<file path="src/common/exposure_trigger_pkg.sv">
package exposure_trigger_pkg;

    // Register byte offsets on the APB.
    localparam logic [7:0] OFF_TRIGGER_MODE = 8'h00;
    localparam logic [7:0] OFF_SOFT_TRIGGER = 8'h04;
    localparam logic [7:0] OFF_CAPTURE_ARM = 8'h08;
    localparam logic [7:0] OFF_SHUTTER = 8'h0c;
    localparam logic [7:0] OFF_FORMAT = 8'h10;
    localparam logic [7:0] OFF_RATE_CTRL = 8'h14;
    localparam logic [7:0] OFF_STATUS = 8'h18;

    // Trigger mode register fields.
    localparam int TM_ENABLE_BIT = 0;
    localparam int TM_POL_BIT = 1;
    localparam int TM_MODE_BIT = 2;
    localparam int TM_SRC_LSB = 4;
    localparam logic [2:0] SRC_PORT0 = 3'h0;
    localparam logic [2:0] SRC_PORT1 = 3'h1;
    localparam logic [2:0] SRC_SOFT = 3'h7;

    // Rate control register field and the scalable format code.
    localparam int RC_MANUAL_BIT = 31;
    localparam logic [2:0] FMT_SCALABLE = 3'h7;

    // Reset values.
    localparam logic [31:0] TRIGGER_MODE_RST = 32'h0000_0000;
    localparam logic [11:0] SHUTTER_RST = 12'h001;
    localparam logic [15:0] PERIOD_RST = 16'h0001;
    localparam logic [2:0] FORMAT_RST = 3'h0;

    // Timing.
    localparam int CLK_PERIOD_NS = 40;
    localparam int TRIG_MIN_HIGH_NS = 100;
    localparam int TRIG_MIN_CYCLES = (TRIG_MIN_HIGH_NS + CLK_PERIOD_NS - 1) / CLK_PERIOD_NS;
    localparam int SHUTTER_BASE_US = 20;
    localparam int SHUTTER_BASE_CYCLES = SHUTTER_BASE_US * 1000 / CLK_PERIOD_NS;

    typedef enum logic [2:0] {
        ST_IDLE = 3'b001,
        ST_EXPOSE = 3'b010,
        ST_HOLD = 3'b100
    } exp_state_t;

    typedef struct packed {
        logic psel;
        logic penable;
        logic pwrite;
        logic [7:0] paddr;
        logic [31:0] pwdata;
    } apb_req_t;

    typedef struct packed {
        logic pready;
        logic pslverr;
        logic [31:0] prdata;
    } apb_rsp_t;

    typedef struct packed {
        logic exposureActive;
        logic frameStart;
        logic readoutStart;
        logic triggerReady;
    } sensor_out_t;

endpackage

</file>
<file path="src/hw/exposure_trigger_control.sv">
// Register access over APB and the register offsets were decided locally.
`timescale 1ns/1ps
`default_nettype none

// Summary of operation
// RULE1: With arm set, each software trigger write of 1 starts an exposure.
// RULE2: Software polls the trigger field and writes 1 only after it reads 0.
// RULE3: Device self-clears the trigger field when ready for another exposure.
// RULE4: Software exposure lasts shutter time, then readout begins.
// RULE5: Writing arm to 0 stops all triggered exposure starts.
// RULE6: Formats 0 to 2 pace the self-clear by the current format rate.
// RULE7: Format 7 paces the self-clear by the rate control register.
// RULE8: Manual rate off means run at the maximum permitted rate.
// RULE9: Manual rate on uses requested rate, clamped to the maximum.
// RULE10: Software trigger starts exposure in the next cycle, no setup delay.
// RULE11: External trigger on selected port starts on the chosen edge.
// RULE12: External source holds the active level at least 100 ns.
// RULE13: External source never triggers faster than maximum capture rate.
// RULE14: Programmable mode exposes from active edge for shutter time.
// RULE15: Level mode exposes from active edge until opposite edge.
// RULE16: Level mode uses shutter time as minimum and for trigger ready.
// RULE17: Software sets shutter to the shortest intended pulse exposure.
// RULE18: Exposure ending during previous readout is extended until readout ends; the code extends only level mode exposures (ST_HOLD).
// RULE19: Pulse ending after readout ends exposure at the pulse end.
// RULE20: Polarity 0 selects falling edge, 1 selects rising edge.
// RULE21: Mode 0 selects programmable, 1 selects level controlled.
// RULE22: Source 7 is software, 0 and 1 are input ports.
// RULE23: Triggered exposure is active only while trigger enable is 1.
// RULE24: External trigger passes two flip-flops before edge detection.
// RULE25: A write of 1 while the trigger field reads 1 is ignored.
module exposure_trigger_control
    import exposure_trigger_pkg::*;
(
    // Clock and reset.
    input wire logic clk_sys,
    input wire logic rst,
    // Register bus.
    input wire exposure_trigger_pkg::apb_req_t apbReq,
    output exposure_trigger_pkg::apb_rsp_t apbRsp,
    // External trigger ports.
    input wire logic [1:0] externalTriggerInput,
    // Sensor side.
    input wire logic readoutBusy,
    input wire logic [15:0] maxPeriodUnits,
    output exposure_trigger_pkg::sensor_out_t sensorOut
);
    import exposure_trigger_pkg::*;

    typedef struct packed {
        logic [31:0] trigMode;
        logic softTrig;
        logic arm;
        logic [11:0] shutter;
        logic [2:0] format;
        logic [15:0] stdPeriod;
        logic [31:0] rateCtrl;
        logic [1:0] sync1;
        logic [1:0] sync2;
        logic lastLevel;
        exp_state_t state;
        logic [27:0] expCount;
        logic minDone;
        logic [31:0] paceCount;
        logic [31:0] prdata;
        sensor_out_t out;
    } state_t;

    state_t stateReg;
    state_t stateNext;

    function automatic logic [31:0] unitsToCycles(input logic [15:0] units);
        unitsToCycles = 32'(units) * 32'(SHUTTER_BASE_CYCLES);
    endfunction

    logic enabled;
    logic polRising;
    logic levelMode;
    logic [2:0] source;
    logic softSel;
    logic extLevel;
    logic activeEdge;
    logic endEdge;
    logic softFire;
    logic startExp;
    logic [15:0] periodUnits;
    logic [31:0] paceTarget;
    logic [27:0] shutterCycles;
    logic wrAccess;
    logic rdAccess;
    logic mapped;

    always_comb begin
        enabled = stateReg.trigMode[TM_ENABLE_BIT];
        polRising = stateReg.trigMode[TM_POL_BIT]; // RULE20
        levelMode = stateReg.trigMode[TM_MODE_BIT]; // RULE21
        source = stateReg.trigMode[TM_SRC_LSB +: 3];
        softSel = (source == SRC_SOFT); // RULE22
        extLevel = (source == SRC_PORT1) ? stateReg.sync2[1] : stateReg.sync2[0];
        activeEdge = !softSel && (extLevel != stateReg.lastLevel)
                     && (extLevel == polRising); // RULE11
        endEdge = (extLevel != stateReg.lastLevel) && (extLevel != polRising);
        wrAccess = apbReq.psel && apbReq.penable && apbReq.pwrite;
        rdAccess = apbReq.psel && !apbReq.pwrite;
        // A write while the field is set is dropped so that no extra frame starts.
        softFire = wrAccess && apbReq.paddr == OFF_SOFT_TRIGGER && apbReq.pwdata[0]
                   && !stateReg.softTrig; // RULE25
        startExp = enabled && stateReg.arm && stateReg.state == ST_IDLE
                   && ((softSel && softFire) || activeEdge); // RULE1 RULE5 RULE23
        if (stateReg.format == FMT_SCALABLE) begin // RULE7
            if (!stateReg.rateCtrl[RC_MANUAL_BIT]) begin
                periodUnits = maxPeriodUnits; // RULE8
            end else if (stateReg.rateCtrl[15:0] > maxPeriodUnits) begin
                periodUnits = stateReg.rateCtrl[15:0]; // RULE9
            end else begin
                periodUnits = maxPeriodUnits; // RULE9
            end
        end else begin
            periodUnits = (stateReg.stdPeriod > maxPeriodUnits) ? stateReg.stdPeriod
                          : maxPeriodUnits; // RULE6
        end
        paceTarget = unitsToCycles(periodUnits);
        shutterCycles = 28'(unitsToCycles({4'h0, stateReg.shutter}));
        mapped = apbReq.paddr inside {OFF_TRIGGER_MODE, OFF_SOFT_TRIGGER, OFF_CAPTURE_ARM,
                                      OFF_SHUTTER, OFF_FORMAT, OFF_RATE_CTRL, OFF_STATUS};

        stateNext = stateReg;
        stateNext.sync1 = externalTriggerInput;
        stateNext.sync2 = stateReg.sync1; // RULE24
        stateNext.lastLevel = extLevel;
        stateNext.out.frameStart = 1'b0;
        stateNext.out.readoutStart = 1'b0;

        if (wrAccess) begin
            case (apbReq.paddr)
                OFF_TRIGGER_MODE: stateNext.trigMode = apbReq.pwdata;
                OFF_CAPTURE_ARM: stateNext.arm = apbReq.pwdata[0];
                OFF_SHUTTER: stateNext.shutter = apbReq.pwdata[11:0];
                OFF_FORMAT: begin
                    stateNext.format = apbReq.pwdata[2:0];
                    stateNext.stdPeriod = apbReq.pwdata[31:16];
                end
                OFF_RATE_CTRL: stateNext.rateCtrl = apbReq.pwdata;
                default: ;
            endcase
        end
        if (softFire) begin
            stateNext.softTrig = 1'b1;
        end

        if (startExp) begin
            stateNext.paceCount = 32'h0000_0001;
        end else if (stateReg.paceCount != 32'h0000_0000) begin
            stateNext.paceCount = stateReg.paceCount + 32'h0000_0001;
        end
        // Clearing only after the frame period of a started exposure keeps software below the frame rate.
        if (stateReg.softTrig && !softFire && stateReg.state == ST_IDLE
            && (stateReg.paceCount == 32'h0000_0000 || stateReg.paceCount >= paceTarget)) begin
            stateNext.softTrig = 1'b0; // RULE3
            stateNext.paceCount = 32'h0000_0000;
        end

        case (stateReg.state)
            ST_IDLE: begin
                if (startExp) begin
                    stateNext.state = ST_EXPOSE; // RULE10 RULE14
                    stateNext.expCount = 28'h000_0001;
                    stateNext.minDone = 1'b0;
                    stateNext.out.exposureActive = 1'b1;
                    stateNext.out.frameStart = 1'b1;
                    stateNext.out.triggerReady = 1'b0;
                end
            end
            ST_EXPOSE: begin
                stateNext.expCount = stateReg.expCount + 28'h000_0001;
                if (stateReg.expCount >= shutterCycles) begin
                    stateNext.minDone = 1'b1; // RULE16
                    stateNext.out.triggerReady = 1'b1; // RULE16
                end
                if (!levelMode || softSel) begin
                    if (stateReg.expCount >= shutterCycles) begin
                        stateNext.state = ST_IDLE; // RULE4 RULE14
                        stateNext.out.exposureActive = 1'b0;
                        stateNext.out.readoutStart = 1'b1;
                    end
                end else if (endEdge || (extLevel != polRising)) begin
                    stateNext.state = ST_HOLD; // RULE15
                end
            end
            ST_HOLD: begin
                stateNext.expCount = stateReg.expCount + 28'h000_0001;
                if (stateReg.expCount >= shutterCycles) begin
                    stateNext.out.triggerReady = 1'b1;
                end
                // Exposure waits out the previous readout and the minimum time.
                if (!readoutBusy && (stateReg.minDone || stateReg.expCount >= shutterCycles))
                begin
                    stateNext.state = ST_IDLE; // RULE18 RULE19
                    stateNext.out.exposureActive = 1'b0;
                    stateNext.out.readoutStart = 1'b1;
                    stateNext.out.triggerReady = 1'b1;
                end
            end
            default: stateNext.state = ST_IDLE;
        endcase

        if (rdAccess && !apbReq.penable) begin
            case (apbReq.paddr)
                OFF_TRIGGER_MODE: stateNext.prdata = stateReg.trigMode;
                OFF_SOFT_TRIGGER: stateNext.prdata = {31'h0, stateReg.softTrig};
                OFF_CAPTURE_ARM: stateNext.prdata = {31'h0, stateReg.arm};
                OFF_SHUTTER: stateNext.prdata = {20'h0, stateReg.shutter};
                OFF_FORMAT: stateNext.prdata = {stateReg.stdPeriod, 13'h0, stateReg.format};
                OFF_RATE_CTRL: stateNext.prdata = stateReg.rateCtrl;
                OFF_STATUS: stateNext.prdata = {29'h0, stateReg.state};
                default: stateNext.prdata = 32'h0000_0000;
            endcase
        end
    end

    always_ff @(posedge clk_sys) begin
        if (rst) begin
            stateReg <= '0;
            stateReg.trigMode <= TRIGGER_MODE_RST;
            stateReg.shutter <= SHUTTER_RST;
            stateReg.stdPeriod <= PERIOD_RST;
            stateReg.format <= FORMAT_RST;
            stateReg.state <= ST_IDLE;
            stateReg.out.triggerReady <= 1'b1;
        end else begin
            stateReg <= stateNext;
        end
    end

    always_comb begin
        apbRsp.pready = 1'b1;
        apbRsp.pslverr = apbReq.psel && apbReq.penable && !mapped;
        apbRsp.prdata = stateReg.prdata;
        sensorOut = stateReg.out;
    end

    a_soft_start: assert property (@(posedge clk_sys) disable iff (rst) // RULE1
        startExp && softSel |=> sensorOut.exposureActive && sensorOut.frameStart)
        else $error("software trigger did not start exposure");

    a_disarm_block: assert property (@(posedge clk_sys) disable iff (rst) // RULE5
        !stateReg.arm && stateReg.state == ST_IDLE |=> !sensorOut.frameStart)
        else $error("exposure started while disarmed");

    a_enable_gate: assert property (@(posedge clk_sys) disable iff (rst) // RULE23
        !enabled |=> !sensorOut.frameStart)
        else $error("exposure started while triggering disabled");

    a_prog_length: assert property (@(posedge clk_sys) disable iff (rst) // RULE4
        $rose(sensorOut.exposureActive) && !levelMode |-> ##1 sensorOut.exposureActive)
        else $error("programmable exposure too short");

    a_readout_hold: assert property (@(posedge clk_sys) disable iff (rst) // RULE18
        stateReg.state == ST_HOLD && readoutBusy |=> sensorOut.exposureActive)
        else $error("exposure ended during readout");

    a_clear_idle: assert property (@(posedge clk_sys) disable iff (rst) // RULE3
        $fell(stateReg.softTrig) |-> $past(stateReg.state) == ST_IDLE)
        else $error("trigger field cleared during exposure");

    a_ignore_rewrite: assert property (@(posedge clk_sys) disable iff (rst) // RULE25
        softSel && stateReg.softTrig && wrAccess && apbReq.paddr == OFF_SOFT_TRIGGER
        |=> !sensorOut.frameStart)
        else $error("extra exposure from repeated write");

    a_readout_pulse: assert property (@(posedge clk_sys) disable iff (rst) // RULE4
        $fell(sensorOut.exposureActive) |-> sensorOut.readoutStart ##1 !sensorOut.readoutStart)
        else $error("readout start missing at exposure end");

    a_level_end: assert property (@(posedge clk_sys) disable iff (rst) // RULE15
        levelMode && !softSel && stateReg.state == ST_EXPOSE && extLevel != polRising
        |=> stateReg.state == ST_HOLD)
        else $error("level exposure ignored trigger end");

    a_hold_release: assert property (@(posedge clk_sys) disable iff (rst) // RULE19
        stateReg.state == ST_HOLD && !readoutBusy && stateReg.minDone
        |=> !sensorOut.exposureActive && sensorOut.readoutStart)
        else $error("exposure not ended at trigger end");

    a_min_length: assert property (@(posedge clk_sys) disable iff (rst) // RULE16
        $fell(sensorOut.exposureActive) |-> $past(stateReg.expCount) >= $past(shutterCycles))
        else $error("exposure shorter than shutter time");

    a_ready_low: assert property (@(posedge clk_sys) disable iff (rst) // RULE16
        sensorOut.frameStart |-> !sensorOut.triggerReady)
        else $error("trigger ready high at exposure start");

    a_sync_depth: assert property (@(posedge clk_sys) disable iff (rst) // RULE24
        !$past(rst) && !$past(rst, 2) |-> stateReg.sync2 == $past(externalTriggerInput, 2))
        else $error("trigger input not two stages deep");

    a_pace_hold: assert property (@(posedge clk_sys) disable iff (rst) // RULE6 RULE7
        stateReg.softTrig && stateReg.paceCount != 32'h0000_0000
        && stateReg.paceCount < paceTarget |=> stateReg.softTrig)
        else $error("trigger field cleared before frame period");

    a_no_edge: assert property (@(posedge clk_sys) disable iff (rst) // RULE11
        !softSel && stateReg.sync2 == {2{stateReg.lastLevel}} |=> !sensorOut.frameStart)
        else $error("exposure started without a trigger edge");

endmodule

`default_nettype wire

</file>
<file path="config.mk">
export PLATFORM = sky130hd
export DESIGN_NAME = exposure_trigger_control
export DESIGN_NICKNAME = d
export VERILOG_FILES = /design/src/common/exposure_trigger_pkg.sv /design/src/hw/exposure_trigger_control.sv
export SDC_FILE = /design/constraint.sdc
export NUM_CORES = 1
export LEC_CHECK = 0
export BUFFER_PORTS_ARGS = -buffer_cell sky130_fd_sc_hd__buf_2
export CELL_PAD_IN_SITES_DETAIL_PLACEMENT = 1
export CELL_PAD_IN_SITES_GLOBAL_PLACEMENT = 2
export CORE_MARGIN = 1.5
export CORE_UTILIZATION = 38
export DETAILED_ROUTE_END_ITERATION = 12
export GPL_ROUTABILITY_DRIVEN = 0
export PLACE_DENSITY = 0.82
export SYNTH_ARGS = -nofsm -noshare
export SYNTH_HDL_FRONTEND = slang
export SYNTH_SLANG_ARGS = --single-unit
export TNS_END_PERCENT = 10
</file>
<file path="constraint.sdc">
create_clock -name clk_sys -period 11.92 [get_ports clk_sys]
set_clock_uncertainty 0.05 [all_clocks]
set_input_delay 2.384 -clock clk_sys [delete_from_list [all_inputs] [get_ports clk_sys]]
set_output_delay 2.384 -clock clk_sys [all_outputs]
set_load 0.02 [all_outputs]
</file>
==> impl_metrics.json, run 1 <==
{
  "status": "finished, final reports clean",
  "first_pass_iters": 7,
  "grt_use_total_pct": 21.6,
  "peakVddDrop_mv": 0.0915,
  "intPower_mw": 1.50,
  "rsz0062_at_grt": "false",
  "htree_levels": 1,
  "register_area_sq_mm": 0.00404,
  "vias": 12800,
  "synth-edff-count": 0,
  "combPwrFrac_pct": 39.1,
  "synthAdderAreaFrac_pct": 25.6,
  "slew_headroom_pct": 26.2,
  "synth_largest_area_cell": "dfxtp_1",
  "yosys-top-cells-area": "dfxtp_1 (27%), ha_1 (14%), fa_1 (11%), nand2_1 (6.1%), a21oi_1 (4.9%)",
  "post_cts_buffers": 0,
  "synth_top_family_by_area": "adder cells",
  "tns_ns": 0,
  "cts_resized": 0,
  "die_y_um": 203,
  "dpl.hpwl_um": 33300,
  "antenna_left": 0,
  "die_area_sq_mm": 0.0413,
  "maxSlewViolCount": 0,
  "synth.avg_cell_area_sq_um": 8.61,
  "worst_slack_ns": 1.03,
  "synthMuxAreaShare_pct": 0.608,
  "cts_hold_buf": 0,
  "p_switching_mw": 0.822,
  "wl_per_cell_um": 18.7,
  "cts_tree": "done",
  "synthCells": 1768,
  "die_w_um": 203,
  "ys.flop_type": "dfxtp_1",
  "ys_seq_area_share_pct": 26.6,
  "power.leakage_nw": 7.25,
  "fmax_ghz": 0.0918,
  "drtIter0Drc": 690,
  "grt_first_pass_wirelength_um": 71900,
  "synth_async_sr_flop_share_pct": 0,
  "path_buf_inv": 5,
  "crit_type": "input port to register",
  "insertion_delay_ns": 0.55,
  "overflow": 0,
  "yosys_warnings": 0,
  "swShare_pct": 35.4,
  "final_nets": 2126,
  "layout_common_cells": "nand2_1 (247), dfxtp_1 (202), ha_1 (170), a21oi_1 (150), inv_1 (148)",
  "slowest_stage": "a21boi_0",
  "hold_class": "register to register",
  "cts_root_buf": "clkbuf_16",
  "io_pins": 102,
  "clkTransAtPathRegs_ns": 0.06,
  "grt_pass1_vias": 13500,
  "multi_input_area_sq_mm": 0.0101,
  "hold_ws_ns": 0.398,
  "syn_nets": 2089,
  "nFillCells": 4752,
  "fp-row-count": 73,
  "drc_errors": 0,
  "cts_sinks": 202,
  "synth.top_cell.area_share_pct": 26.6,
  "netlist_area_sq_mm": 0.0152,
  "coreArea_sq_mm": 0.0396,
  "worst_pin_slew_ns": 1.10,
  "grt_max_degree": 92,
  "synth_seq_cells": 202,
  "layout.cells.most_common": "nand2_1",
  "cts_buffers": 24,
  "synth_compound_area_share_pct": 16.8,
  "drive_gt1_share_pct": 10.1,
  "max_stage_delay_ns": 0.86,
  "setup_viol": 0,
  "required_ns": 12.28,
  "wirelength_um": 43700,
  "io_buffers": 100,
  "crit_arrival_ns": 11.25,
  "syn_to_final_growth_pct": 9.92,
  "max_cap_violations": 0,
  "pre_cts_ws_ns": 0.534,
  "power_frac_clock_pct": 30.9,
  "seqPwrFrac_pct": 30.0,
  "synth-simple-area-share_pct": 17.6,
  "clk_path_buf_depth": 3,
  "postPlaceCellArea_sq_mm": 0.0160,
  "cp_max_fo": 27,
  "power_density_mw_per_mm2": 139,
  "fin_crit_ns": 10.89,
  "final_area_sq_mm": 0.0167,
  "cp-start-kind": "input port",
  "stdcell_count": 2344,
  "post-route-period-util_pct": 91.4,
  "vias_per_cell": 5.46,
  "start_util_pct": 38.4,
  "synth_xor_area_share_pct": 5.45,
  "dpl.cell_count": 2304,
  "hold_viol": 0,
  "antenna_found_initial": 4,
  "crit_family": "adder cells",
  "end_kind": "register",
  "cp_common_cell": "fa_1",
  "ys_types": 79
}
[per-layer routing]
metal / track usage (%) / wire, um
met2: 36.9 / 20900
met1: 29.1 / 20100
met3: 2.73 / 1790
met5: 0 / 19
met4: 4.76 / 882
[sequential cells by signal (all words and copies together) (netlist names)]
signal and flops:
stateNext 2, polRising 1, stateReg 158, enabled 1, sensorOut 4, source 3, apbRsp 32, levelMode 1
[synthesized netlist by cell type (all sizes together) (9+ instances only)]
master / count
a211oi: 39
a21boi: 9
a21o: 22
a21oi: 150
a222oi: 25
and2: 12
and3: 11
buf: 50
clkbuf: 56
dfxtp: 202
fa: 87
ha: 170
inv: 149
nand2: 247
nand2b: 17
nand3: 37
nand3b: 12
nand4: 29
nor2: 112
nor2b: 14
nor3: 49
nor4: 13
o21ai: 45
xnor2: 46
xor2: 47
[path summary, 6_finish.rpt]
check	cells past startpoint	start	slack [ns]	to
hold reg to reg	1	stateNext[101]$_SDFF_PP0_	0.40	stateReg[101]$_SDFF_PP0_
setup reg to reg	31	stateReg[112]$_SDFFE_PP0P_	2.62	stateReg[45]$_SDFFE_PP0P_
setup / recovery	32	maxPeriodUnits[11]	1.03	stateReg[45]$_SDFFE_PP0P_
hold / removal	1	stateNext[101]$_SDFF_PP0_	0.40	stateReg[101]$_SDFF_PP0_
[layout make-up]
type / instances / share of cell area, %
diodes: 1 / 0.0150
clock buffers: 33 / 4.03
clock inverters: 6 / 0.479
inverters: 150 / 3.37
multi-input cells: 1310 / 60.2
flip-flops and latches: 202 / 24.2
well taps: 525 / 3.93
repair buffers: 117 / 3.77
[stage by stage]
stage	power, mW	utilization, %
2_1_floorplan	1.42	-
3_3_place_gp	1.61	40.3
3_5_place_dp	1.63	40.3
4_1_cts	2.36	42.2
5_1_grt	2.51	42.2
6_report	2.33	42.2
[kinds of logic after synthesis]
family | Yosys count
AO/OA/AOI/OAI | 371
XOR/XNOR | 93
adder cells (fa/ha/maj) | 259
buffers and inverters | 256
flip-flops | 202
multiplexers | 8
other | 1
AND/OR/NAND/NOR | 578
[power groups by stage]
| stage | clock network, mW | registers (mW) | logic, mW |
|---|---|---|---|
| floorplan | 0 | 0.709 | 0.715 |
| detailed placement | 0 | 0.712 | 0.920 |
| global route | 0.764 | 0.699 | 1.05 |
| global placement | 0 | 0.712 | 0.900 |
| finish | 0.718 | 0.697 | 0.910 |
| CTS | 0.732 | 0.698 | 0.928 |
No activity file was read; power rests on OpenSTA's default activity.
==> run 2, diff against run 1 <==
ABC_AREA = 1   (was not set)
CORE_UTILIZATION = 36   (was 38)
clock period = 11.4 ns   (was 11.92 ns; I/O delays follow)
==> run 2 against run 1 <==
Net effect:
- cell area up 7.1%
- global-route usage up 0.77 points
- critical path depth up 3
- cell count up 22%
- count of clock-buffer cells in the layout up 5
==> impl_metrics.json, run 2 <==
{
  "crit_arrival_ns": 10.12,
  "synth.avg_cell_area_sq_um": 7.33,
  "end_kind": "register",
  "slowest_stage": "fa_1",
  "ys.flop_type": "dfxtp_1",
  "layout.cells.most_common": "nand2_1",
  "yosys_warnings": 0,
  "cts_resized": 0,
  "status": "finished, final reports clean",
  "fin_crit_ns": 9.71,
  "required_ns": 11.81,
  "multi_input_area_sq_mm": 0.0104,
  "wl_per_cell_um": 18.1,
  "largest_reg_flops": 158,
  "overflow": 0,
  "cp-start-kind": "input port",
  "max_cap_violations": 0,
  "layout_common_cells": "nand2_1 (392), inv_1 (332), a21oi_1 (212), dfxtp_1 (202), nor2_1 (189)",
  "post-route-period-util_pct": 85.2,
  "cts_sinks": 202,
  "synth_seq_cells": 202,
  "synth_largest_area_cell": "dfxtp_1",
  "die_area_sq_mm": 0.0465,
  "drtIter0Drc": 801,
  "grt_max_degree": 73,
  "tns_ns": 0,
  "syn_nets": 2544,
  "drive_gt1_share_pct": 8.44,
  "hold_class": "register to register",
  "synth.top_cell.area_share_pct": 24.8,
  "cts_hold_buf": 0,
  "vias_per_cell": 5.11,
  "maxSlewViolCount": 0,
  "routed.top_layer": "met4",
  "cts_tree": "done",
  "hold_viol": 0,
  "slew_headroom_pct": 20.3,
  "grt_use_total_pct": 22.4,
  "crit_type": "input port to register",
  "fmax_ghz": 0.103,
  "post_cts_buffers": 0,
  "coreArea_sq_mm": 0.0444,
  "synth_async_sr_flop_share_pct": 0,
  "rsz0062_at_grt": "false",
  "synth_most_common_cell": "nand2_1",
  "grt_pass1_vias": 15400,
  "cp_common_cell": "a21oi_1",
  "grt_first_pass_wirelength_um": 83300,
  "insertion_delay_ns": 0.54,
  "met3_length_um": 1790,
  "power_density_mw_per_mm2": 142,
  "vias": 14700,
  "met2_wirelength_um": 24100,
  "ys_seq_area_share_pct": 24.8,
  "cts_buffers": 26,
  "clk_path_buf_depth": 3,
  "fp-row-count": 77,
  "ys_types": 45,
  "clkTransAtPathRegs_ns": 0.06,
  "die_w_um": 216,
  "antenna_left": 0,
  "register_area_sq_mm": 0.00404,
  "dpl.hpwl_um": 41200,
  "die_y_um": 216,
  "max_stage_delay_ns": 0.57,
  "drc_errors": 0,
  "cp_max_fo": 31,
  "wirelength_um": 51800,
  "worst_pin_slew_ns": 1.19,
  "power.leakage_nw": 8.26,
  "netlist_area_sq_mm": 0.0163,
  "finish.utilization_pct": 40.3,
  "nFillCells": 5596,
  "regMostFlops": "stateReg",
  "worst_slack_ns": 1.69,
  "htree_levels": 1,
  "io_pins": 102,
  "peakVddDrop_mv": 0.121,
  "final_nets": 2580,
  "ys_top_cells_by_count": "nand2_1 (392), inv_1 (333), a21oi_1 (212), dfxtp_1 (202), nor2_1 (189)",
  "synthCells": 2223,
  "synth-edff-count": 0,
  "yosys-top-cells-area": "dfxtp_1 (25%), ha_1 (13%), fa_1 (11%), nand2_1 (9.0%), inv_1 (7.7%)",
  "first_pass_iters": 5,
  "syn_to_final_growth_pct": 10.0,
  "wl_met1_um": 25100,
  "start_util_pct": 36.7,
  "setup_viol": 0,
  "io_buffers": 100,
  "antenna_found_initial": 2,
  "cts_root_buf": "clkbuf_16",
  "hold_ws_ns": 0.401,
  "pre_cts_ws_ns": 1.13
}
run 2: area by class of cell:
class | count | share of cell area (%)
multi-input cells | 1580 | 58.1
diodes | 2 | 0.0279
clock inverters | 7 | 0.559
inverters | 337 | 7.06
flip-flops and latches | 202 | 22.6
clock buffers | 38 | 4.22
repair buffers | 112 | 3.30
well taps | 592 | 4.13
run 2: through the flow:
stage	std cells	instance area, sq um	power [mW]
2_1_floorplan	2223	16300	1.47
3_3_place_gp	2823	17100	1.72
3_5_place_dp	2823	17100	1.75
4_1_cts	2868	17900	2.59
5_1_grt	2870	17900	2.74
6_report	2870	17900	2.55
run 2: worst paths after layout:
| path | slack (ns) | end | cells after the start | startpoint |
|---|---|---|---|---|
| max | 1.69 | stateReg[56]$_SDFFE_PP0P_ | 35 | maxPeriodUnits[15] |
| min | 0.40 | sensorOut[3]$_SDFFE_PP0P_ | 2 | sensorOut[3]$_SDFFE_PP0P_ |
| max reg2reg | 3.10 | stateReg[56]$_SDFFE_PP0P_ | 36 | stateReg[115]$_SDFFE_PP0P_ |
| min reg2reg | 0.40 | sensorOut[3]$_SDFFE_PP0P_ | 2 | sensorOut[3]$_SDFFE_PP0P_ |
run 2: cells by family (layout without fill, tap and decap cells):
group | after synthesis | count (layout) | share of synthesized area (%)
other | 1 | 3 | 0.0230
DFF | 202 | 202 | 24.8
and+or+nand+nor | 816 | 816 | 21.8
buffers and inverters | 441 | 494 | 11.2
AOI/OAI and AO/OA | 432 | 432 | 14.4
adders and majority gates | 257 | 257 | 23.8
xor gates and xnor gates | 74 | 74 | 3.98
run 2: layer usage:
layer | global-route usage [%] | vias up
met4 | 4.50 | 0
li1 | - | 7279
met5 | 0 | -
met2 | 37.5 | 190
met1 | 30.9 | 7141
met3 | 2.69 | 46
run 2: worst max-delay path: cells and delay by family:
family,cells,cell delay [ns]
xor+xnor,1,0.16
compound gates,10,2.05
fa+ha+maj,7,3.02
simple gates,11,1.79
buf+inv,6,0.79
run 2: power breakdown:
part / internal [mW] / total (mW) / switching, mW
Combinational: 0.374 / 1.01 / 0.632
Clock: 0.502 / 0.825 / 0.323
Sequential: 0.714 / 0.721 / 0.00727
